[config.mk]
export PLATFORM = sky130hd
export DESIGN_NAME = crc_fifo_control_status
export DESIGN_NICKNAME = d
export VERILOG_FILES = /design/src/crc_pkg.sv /design/src/crc_fifo_mem.sv /design/src/crc_fifo_control_status.sv
export SDC_FILE = /design/constraint.sdc
export NUM_CORES = 1
export LEC_CHECK = 0
export BUFFER_PORTS_ARGS = -buffer_cell sky130_fd_sc_hd__buf_4
export CORE_MARGIN = 1
export CORE_UTILIZATION = 55
export CTS_CLUSTER_SIZE = 12
export DETAILED_ROUTE_END_ITERATION = 12
export PLACE_DENSITY_LB_ADDON = 0.12
export SYNTH_ARGS = -nofsm -noshare
export SYNTH_HDL_FRONTEND = slang
export SYNTH_SLANG_ARGS = --single-unit
[constraint.sdc]
create_clock -name i_core_clk -period 13.9 [get_ports i_core_clk]
set_input_delay 2.78 -clock i_core_clk [delete_from_list [all_inputs] [get_ports i_core_clk]]
set_output_delay 2.78 -clock i_core_clk [all_outputs]
set_load 0.05 [all_outputs]
[src/crc_pkg.sv]
package crc_pkg;
  // Register byte addresses
  localparam logic [7:0] ADDR_CTRL1     = 8'h00;
  localparam logic [7:0] ADDR_CTRL2     = 8'h04;
  localparam logic [7:0] ADDR_MASK_LO   = 8'h08;
  localparam logic [7:0] ADDR_MASK_HI   = 8'h0c;
  localparam logic [7:0] ADDR_DATA      = 8'h10;
  localparam logic [7:0] ADDR_RESULT    = 8'h14;
  localparam logic [7:0] ADDR_IRQ_STAT  = 8'h18;
  localparam logic [7:0] ADDR_IRQ_EN    = 8'h1c;
  localparam logic [7:0] ADDR_IRQ_CLR   = 8'h20;

  // Control register 1 field positions
  localparam int BIT_ENABLE    = 15;
  localparam int BIT_IDLE_STOP = 13;
  localparam int CNT_LSB       = 8;
  localparam int BIT_FULL      = 7;
  localparam int BIT_EMPTY     = 6;
  localparam int BIT_ISEL      = 5;
  localparam int BIT_GO        = 4;
  localparam int BIT_ENDIAN    = 3;
  // Control register 2 field positions
  localparam int DW_LSB        = 8;
  localparam int PLEN_LSB      = 0;

  // Interrupt status bits
  localparam int IRQ_CRC  = 0;
  localparam int IRQ_DROP = 1;
  localparam int IRQ_W    = 2;

  // FIFO geometry
  localparam int          WORD_W         = 32;
  localparam int          FIFO_AW        = 4;
  localparam logic [4:0]  PLEN_SHORT_MAX = 5'h07;
  localparam logic [4:0]  DEPTH_LONG     = 5'h08;
  localparam logic [4:0]  DEPTH_SHORT    = 5'h10;

  // Values after reset
  localparam logic [4:0]  FIELD_RST  = 5'h00;
  localparam logic [15:0] MASK_RST   = 16'h0000;
  localparam logic [31:0] RESULT_RST = 32'h0000_0000;
  localparam logic [1:0]  IRQ_RST    = 2'h0;

  typedef enum logic [2:0] {
    st_idle  = 3'b001,
    st_load  = 3'b010,
    st_shift = 3'b100
  } eng_state_e;
endpackage

[src/crc_fifo_mem.sv]
`timescale 1ns/1ps
`default_nettype none
module crc_fifo_mem
(
  input  wire logic                          i_core_clk,
  input  wire logic                          i_rst,
  input  wire logic                          i_wr_en,
  input  wire logic [crc_pkg::FIFO_AW-1:0]   i_wr_addr,
  input  wire logic [crc_pkg::WORD_W-1:0]    i_wr_data,
  input  wire logic                          i_rd_en,
  input  wire logic [crc_pkg::FIFO_AW-1:0]   i_rd_addr,
  output logic      [crc_pkg::WORD_W-1:0]    o_rd_data
);
  import crc_pkg::*;

  logic [WORD_W-1:0] mem [2**FIFO_AW];

  // Storage has no reset; words are only read after being written
  always_ff @(posedge i_core_clk) begin
    if (i_wr_en) begin
      mem[i_wr_addr] <= i_wr_data;
    end
  end

  // Registered read, one cycle after the request
  always_ff @(posedge i_core_clk) begin
    if (i_rst) begin
      o_rd_data <= RESULT_RST;
    end else if (i_rd_en) begin
      o_rd_data <= mem[i_rd_addr];
    end
  end
endmodule
`default_nettype wire

[src/crc_fifo_control_status.sv]
// What this block does
// Read-only five-bit count of valid words in the input FIFO.
// Polynomial length field above 7 limits the FIFO to 8 words.
// Polynomial length field of 7 or less allows 16 words.
// Idle-stop clear keeps running in CPU idle; set pauses the engine.
// Full flag reads 1 while FIFO holds its current maximum.
// Empty means count zero; full means count equals current depth.
// Polynomial order is length field plus one, up to 32 bits.
// Each data word is data width field plus one bits wide.
// Feedback XOR tap at each mask bit set, none where clear; bit 0 is always tapped.
`timescale 1ns/1ps
`default_nettype none
module crc_fifo_control_status
(
  input  wire logic        i_core_clk,
  input  wire logic        i_rst,
  input  wire logic        i_cpu_idle,
  input  wire logic        i_psel,
  input  wire logic        i_penable,
  input  wire logic        i_pwrite,
  input  wire logic [7:0]  i_paddr,
  input  wire logic [31:0] i_pwdata,
  output logic      [31:0] o_prdata,
  output logic             o_pready,
  output logic             o_pslverr,
  output logic             o_irq
);
  import crc_pkg::*;

  logic              enable;
  logic              idle_stop;
  logic              isel;
  logic              go;
  logic              endian;
  logic [4:0]        dwidth;
  logic [4:0]        plen;
  logic [15:0]       mask_lo;
  logic [15:0]       mask_hi;
  logic [IRQ_W-1:0]  irq_stat;
  logic [IRQ_W-1:0]  irq_en;
  logic [FIFO_AW-1:0] wr_ptr;
  logic [FIFO_AW-1:0] rd_ptr;
  logic [4:0]        count;
  logic [31:0]       crc;
  logic [31:0]       shreg;
  logic [4:0]        bit_cnt;
  eng_state_e        state;
  logic [WORD_W-1:0] rd_data;

  logic        setup_acc;
  logic        commit;
  logic        wr;
  logic        mapped;
  logic [4:0]  depth;
  logic        full;
  logic        empty;
  logic        push;
  logic        drop;
  logic        pop;
  logic        run;
  logic        step;
  logic        word_done;
  logic        din;
  logic        fb;
  logic [31:0] poly;
  logic [31:0] width_mask;
  logic [31:0] next_crc;
  logic [IRQ_W-1:0] irq_evt;

  // Bus phases; writes land on the edge the master sees pready
  assign setup_acc = i_psel & i_penable & ~o_pready;
  assign commit    = i_psel & i_penable & o_pready;
  assign wr        = commit & i_pwrite;
  assign mapped    = (i_paddr <= ADDR_IRQ_CLR) && (i_paddr[1:0] == 2'b00);

  // Depth follows polynomial length
  assign depth = (plen > PLEN_SHORT_MAX) ? DEPTH_LONG : DEPTH_SHORT;
  assign full  = (count == depth);
  assign empty = (count == 5'h00);

  // A write into a full FIFO is dropped and flagged rather than overwriting
  assign push = wr && (i_paddr == ADDR_DATA) && enable && !full;
  assign drop = wr && (i_paddr == ADDR_DATA) && enable && full;

  // With go set, the engine pauses only when idle-stop is set and the CPU is idle
  assign run       = enable && go && !(i_cpu_idle && idle_stop);
  assign pop       = (state == st_idle) && run && !empty;
  assign step      = (state == st_shift) && run;
  assign word_done = step && (bit_cnt == dwidth);

  // Serial CRC step, order is plen+1 bits
  assign din        = endian ? shreg[0] : shreg[dwidth];
  assign fb         = crc[plen] ^ din;
  assign poly       = {mask_hi, mask_lo[15:1], 1'b1};
  assign width_mask = ~(32'hffff_fffe << plen);
  assign next_crc   = ({crc[30:0], 1'b0} ^ (fb ? poly : 32'h0000_0000)) & width_mask;

  // Interrupt source chosen by isel
  assign irq_evt[IRQ_CRC]  = isel ? (pop && (count == 5'h01) && !push)
                                  : (word_done && empty && !push);
  assign irq_evt[IRQ_DROP] = drop;

  crc_fifo_mem u_mem (
    .i_core_clk (i_core_clk),
    .i_rst      (i_rst),
    .i_wr_en    (push),
    .i_wr_addr  (wr_ptr),
    .i_wr_data  (i_pwdata),
    .i_rd_en    (pop),
    .i_rd_addr  (rd_ptr),
    .o_rd_data  (rd_data)
  );

  // Control register writes
  always_ff @(posedge i_core_clk) begin
    if (i_rst) begin
      enable    <= 1'b0;
      idle_stop <= 1'b0;
      isel      <= 1'b0;
      go        <= 1'b0;
      endian    <= 1'b0;
      dwidth    <= FIELD_RST;
      plen      <= FIELD_RST;
      mask_lo   <= MASK_RST;
      mask_hi   <= MASK_RST;
      irq_en    <= IRQ_RST;
    end else if (wr) begin
      if (i_paddr == ADDR_CTRL1) begin
        enable    <= i_pwdata[BIT_ENABLE];
        idle_stop <= i_pwdata[BIT_IDLE_STOP];
        isel      <= i_pwdata[BIT_ISEL];
        go        <= i_pwdata[BIT_GO];
        endian    <= i_pwdata[BIT_ENDIAN];
      end
      if (i_paddr == ADDR_CTRL2) begin
        dwidth <= i_pwdata[DW_LSB +: 5];
        plen   <= i_pwdata[PLEN_LSB +: 5];
      end
      if (i_paddr == ADDR_MASK_LO) begin
        mask_lo <= i_pwdata[15:0];
      end
      if (i_paddr == ADDR_MASK_HI) begin
        mask_hi <= i_pwdata[15:0];
      end
      if (i_paddr == ADDR_IRQ_EN) begin
        irq_en <= i_pwdata[IRQ_W-1:0];
      end
    end
  end

  // FIFO pointers and count; disable empties everything
  always_ff @(posedge i_core_clk) begin
    if (i_rst || !enable) begin
      wr_ptr <= '0;
      rd_ptr <= '0;
      count  <= 5'h00;
    end else begin
      if (push) begin
        wr_ptr <= (wr_ptr == FIFO_AW'(depth - 5'h01)) ? '0 : wr_ptr + 1'b1;
      end
      if (pop) begin
        rd_ptr <= (rd_ptr == FIFO_AW'(depth - 5'h01)) ? '0 : rd_ptr + 1'b1;
      end
      count <= count + {4'h0, push} - {4'h0, pop};
    end
  end

  // Shift engine; holds its place in st_idle and st_shift while paused in idle, but st_load still advances to st_shift
  always_ff @(posedge i_core_clk) begin
    if (i_rst || !enable) begin
      state   <= st_idle;
      shreg   <= RESULT_RST;
      bit_cnt <= FIELD_RST;
    end else begin
      unique case (state)
        st_idle: begin
          if (pop) begin
            state <= st_load;
          end
        end
        st_load: begin
          shreg   <= rd_data;
          bit_cnt <= FIELD_RST;
          state   <= st_shift;
        end
        st_shift: begin
          if (step) begin
            shreg   <= endian ? (shreg >> 1) : (shreg << 1);
            bit_cnt <= bit_cnt + 5'h01;
            if (word_done) begin
              state <= st_idle;
            end
          end
        end
      endcase
    end
  end

  // Result word; software may seed it only while the engine is idle
  always_ff @(posedge i_core_clk) begin
    if (i_rst || !enable) begin
      crc <= RESULT_RST;
    end else if (step) begin
      crc <= next_crc;
    end else if (wr && (i_paddr == ADDR_RESULT) && (state == st_idle)) begin
      crc <= i_pwdata & width_mask;
    end
  end

  // Sticky status; a new event beats a clear in the same cycle
  always_ff @(posedge i_core_clk) begin
    if (i_rst) begin
      irq_stat <= IRQ_RST;
    end else if (wr && (i_paddr == ADDR_IRQ_CLR)) begin
      irq_stat <= (irq_stat & ~i_pwdata[IRQ_W-1:0]) | irq_evt;
    end else begin
      irq_stat <= irq_stat | irq_evt;
    end
  end

  // Level interrupt, one cycle behind status
  always_ff @(posedge i_core_clk) begin
    if (i_rst) begin
      o_irq <= 1'b0;
    end else begin
      o_irq <= |(irq_stat & irq_en);
    end
  end

  // Bus answer: one wait state, read data captured in the first access cycle
  always_ff @(posedge i_core_clk) begin
    if (i_rst) begin
      o_pready  <= 1'b0;
      o_pslverr <= 1'b0;
      o_prdata  <= 32'h0000_0000;
    end else begin
      o_pready  <= setup_acc;
      o_pslverr <= setup_acc && !mapped;
      if (setup_acc) begin
        unique case (i_paddr)
          ADDR_CTRL1: o_prdata <= {16'h0000, enable, 1'b0, idle_stop, count,
                                   full, empty, isel, go, endian, 3'b000};
          ADDR_CTRL2: o_prdata <= {19'h0, dwidth, 3'b000, plen};
          ADDR_MASK_LO: o_prdata <= {16'h0000, mask_lo};
          ADDR_MASK_HI: o_prdata <= {16'h0000, mask_hi};
          ADDR_RESULT: o_prdata <= crc;
          ADDR_IRQ_STAT: o_prdata <= {30'h0, irq_stat};
          ADDR_IRQ_EN: o_prdata <= {30'h0, irq_en};
          default: o_prdata <= 32'h0000_0000;
        endcase
      end
    end
  end
endmodule
`default_nettype wire

==> metrics.txt <==
DR pass1 iterations=5; final setup fails=0; CTS Buffer Depth=3; post-synthesis sequential area ratio=around 65%; post-synth top area share=51.1%; Worst VDD drop=around 0.13 mV; Sum Neg Setup Slack=0 ns; Via Count=18383; arrival time at the worst endpoint=about 6.6 ns; Worst setup EP type=register; Power Density=127 mW/mm^2; Worst Hold Class=register to register; Core Region=between 0.05 and 0.06 sq mm; number of synthesized flops with an enable pin=512; Post-DRT Antenna Nets=0; Synth area leaders=edfxtp_1 51%, dfxtp_1 14%, mux4_2 13%; per-cell routed wire length=between 20 and 30 microns; Async SR Flop Fraction=0%; vias in the first global route=approximately 18000; Crit path largest cell delay=0.46 ns; Die Span Y=236 microns; Net Sw Power=0.870 mW; DRT iter0 DRCs=2277; Critical Path RT=approximately 14 ns; leakage=between 10 and 15 nW; Max FO, Critical Path=9; Max-Slew Margin vs Limit=20.6%; WS Path Type=primary input to register; pin slew with the least headroom to its limit=1.19 ns; multiplexer area fraction after synthesis=16.3%; largest area contributor in the netlist=edfxtp_1; dominant synthesized flop cell=edfxtp_1; # fillers=~4000; Startpoint Class=primary input; clock sinks=between 700 and 800; max-slew violations=0; clock latency on the worst-skew pair=about 0.63 ns; ratio of cells with drive above 1 in the final layout=a little over a fifth; die footprint=~0.056 sq mm; unrepaired setup endpoints after global routing=false; largest family of logic cells by synthesized area=multiplexers; first-pass GRT wire length=around 110000 microns; FF+latch count, synth=715; detailed placer's ending HPWL=45500 microns; final wirelength=between 70000 and 80000 microns; area share of fa/ha/maj cells after synthesis=0.565%; die width=roughly 240 microns; post-CTS setup buffers=0; share of power burned in combinational logic=1.4%; initial antenna violation count=0; Synth Area in XOR/XNOR=less than 1%; Rows=85; outcome=finished, final reports clean; aggregate global-route resource usage=between 20% and 30%; Initial Util=about 56%; DRC Markers=0; Synth Net Count=about 2100; slowest CP cell=clkinv_1; Reg clk slew, reported paths=around 0.06 ns; Avg Inst Size Synth=roughly 15 sq um; sequential share of power=53.4%; Final WS setup=roughly 8 ns; Post-Layout Inst Area=0.0337 sq mm; hold-fix buffers at CTS=0; delay-heaviest family, CP=simple AND/OR/NAND/NOR gates; Clk pwr share=45.1%; area growth from synthesis to layout=11.9%; Netlist cell types=86; Mapped Area=0.0301 sq mm; Final nets=2157; Sequential Area=a little under 0.02 sq mm; # diodes=0; port bufs=80; GP Congestion=about 0.9; post-synthesis simple-gate area fraction=under 10%; CTS HTree Levels=3; largest net degree at the start of global routing=88; worst clock skew=approximately 0.03 ns; # resized after CTS=0; CTS tree=done; grt total ovfl=0; vias per cell=between 6 and 7; multi-input logic area=0.0100 sq mm; Final Util=a little over three fifths; fin crit period=roughly 6.1 ns; Yosys warning total=0; post-place setup slack=about 7.2 ns; period utilisation layout=between 40 and 50%; worst-path cell chain=buf_4 -> nand4_1 -> nor2_1 -> nand4_1 -> nor2_2 -> clkinv_1 -> ha_1 -> inv_1 -> ha_1 -> fa_1 -> a21oi_1 -> nor2_1 -> or3_1 -> a21oi_1; Hold Fails Final Rpt=0; post-synthesis compound-gate area fraction=between 7 and 8%; Cells after Synth=approximately 2000; clk root buf=clkbuf_16; placed cell area=around 0.031 sq mm; IO Pins=81; Max Cap Viol=0; Pint=approximately 3.4 mW; Num CTS Buffers=between 70 and 80; worst path bufs/invs=3; Sw Ratio=20.4%; Max Freq=164 MHz
state kept, by name (all words and copies together), names as in the netlist, 2 cells and up:
register / flops
dwidth: 5
crc: 32
rd_ptr: 4
o_prdata: 32
state: 3
shreg: 32
u_mem.mem: 512
bit_cnt: 5
mask_lo: 16
mask_hi: 16
irq_en: 2
irq_stat: 2
plen: 5
count: 5
wr_ptr: 4
u_mem.o_rd_data: 32
area by class of cell:
cell class                 instances  area share (%)
multi-input combinational       1164            29.8
clock buffer                     107            6.08
sequential                       715            57.7
tap                              696            2.59
inverter                          19           0.212
clock inverter                    22           0.843
timing repair buffer             123            2.74
synth_stat cells, types with 5 or more instances:
library cell  instances
buf_6                 8
ha_1                 12
mux2i_1              91
a31oi_1              19
mux4_2              174
and3_1                9
nor3_2                6
a211oi_1              6
nand3b_1             14
nand4_1               7
o21ai_0              44
buf_1                24
a21o_1                8
nor3b_1               5
nor2_1              108
clkbuf_1            104
nand3_1              30
and4_2                5
a211oi_2              6
dfxtp_1             203
and4_1                5
nand2_1             243
nor3_1               36
mux2_2                5
xor2_1               10
a22oi_1              28
inv_1                18
buf_4                 5
a21bo_1              13
a21oi_1             142
xnor2_1               8
o211ai_1             32
edfxtp_1            512
and2_1               11
nor4_1               11
o31ai_1               5
worst reg2reg max path, cell delays in order (launching register included):
cell and delay (ns):
dfxtp_1 0.37, nand4_1 0.41, nor2_1 0.44, nand4_1 0.25
nor2_2 0.42, clkinv_1 0.46, ha_1 0.43, inv_1 0.04
ha_1 0.21, fa_1 0.44, a21oi_1 0.16, nor2_1 0.06
or3_1 0.34, a21oi_1 0.14
power by group through the flow:
stage               Combinational, mW  Sequential [mW]  Clock [mW]
detailed placement             0.0613             2.33           0
global placement               0.0590             2.33           0
global route                   0.0646             2.28        2.04
CTS                            0.0611             2.28        1.95
finish                         0.0616             2.28        1.93
floorplan                      0.0122             2.33           0
placed cells by master, fill, tap and decap left out, types with 6 or more instances in the layout:
cell | synthesis | layout
dfxtp_1 | 203 | 198
clkbuf_1 | 104 | 28
o21ai_0 | 44 | 44
nand2_1 | 243 | 243
xnor2_1 | 8 | 8
clkinv_1 | 1 | 7
ha_1 | 12 | 12
nor4_2 | 1 | 6
a211oi_2 | 6 | 6
nand3b_1 | 14 | 14
nor3_1 | 36 | 30
xor2_1 | 10 | 10
nor2_1 | 108 | 106
clkinv_2 | 0 | 6
a31oi_1 | 19 | 18
a22oi_1 | 28 | 28
nand4_1 | 7 | 7
a21bo_1 | 13 | 13
a21o_1 | 8 | 8
a211oi_1 | 6 | 6
and2_1 | 11 | 10
a21oi_1 | 142 | 141
and3_1 | 9 | 8
mux2i_1 | 91 | 91
o211ai_1 | 32 | 32
inv_1 | 18 | 18
mux4_2 | 174 | 174
clkbuf_16 | 0 | 76
buf_4 | 5 | 123
nor3_2 | 6 | 12
edfxtp_1 | 512 | 512
nand3_1 | 30 | 30
metrics by stage:
| step | cells | power, mW | hold WS (ns) |
|---|---|---|---|
| after detailed placement | 2717 | 2.39 | 0.447 |
| after CTS | 2846 | 4.30 | 0.455 |
| final | 2846 | 4.27 | 0.451 |
| after global placement | 2717 | 2.38 | 0.442 |
| after floorplan | 2047 | 2.34 | 0.436 |
| after global routing | 2846 | 4.38 | 0.474 |
per-layer routing:
metal	wire length [microns]	global-route usage, %	vias to the layer above
li1	-	-	8007
met1	32900	41.2	9473
met2	35100	42.1	796
met3	6390	5.20	107
met4	1450	6.60	0
met5	0	0	-
final timing paths:
path / start / to / cells past startpoint / slack [ns]
hold / removal: o_prdata[18]$_SDFFE_PP0P_ / o_prdata[18]$_SDFFE_PP0P_ / 2 / 0.45
setup reg to reg: o_pready$_SDFF_PP0_ / count[4]$_SDFF_PP0_ / 13 / 9.67
setup / recovery: i_psel / count[4]$_SDFF_PP0_ / 14 / 7.82
hold reg to reg: o_prdata[18]$_SDFFE_PP0P_ / o_prdata[18]$_SDFFE_PP0P_ / 2 / 0.45
kinds of logic (layout without fill, tap and decap cells):
| kind of cell | Yosys count | count (layout) |
|---|---|---|
| compound gates | 340 | 340 |
| fa+ha+maj | 13 | 13 |
| flops | 715 | 715 |
| simple gates | 521 | 521 |
| mux | 271 | 271 |
| xor+xnor | 19 | 19 |
| buf+inv | 168 | 271 |
No activity file was read; power rests on OpenSTA's default activity.
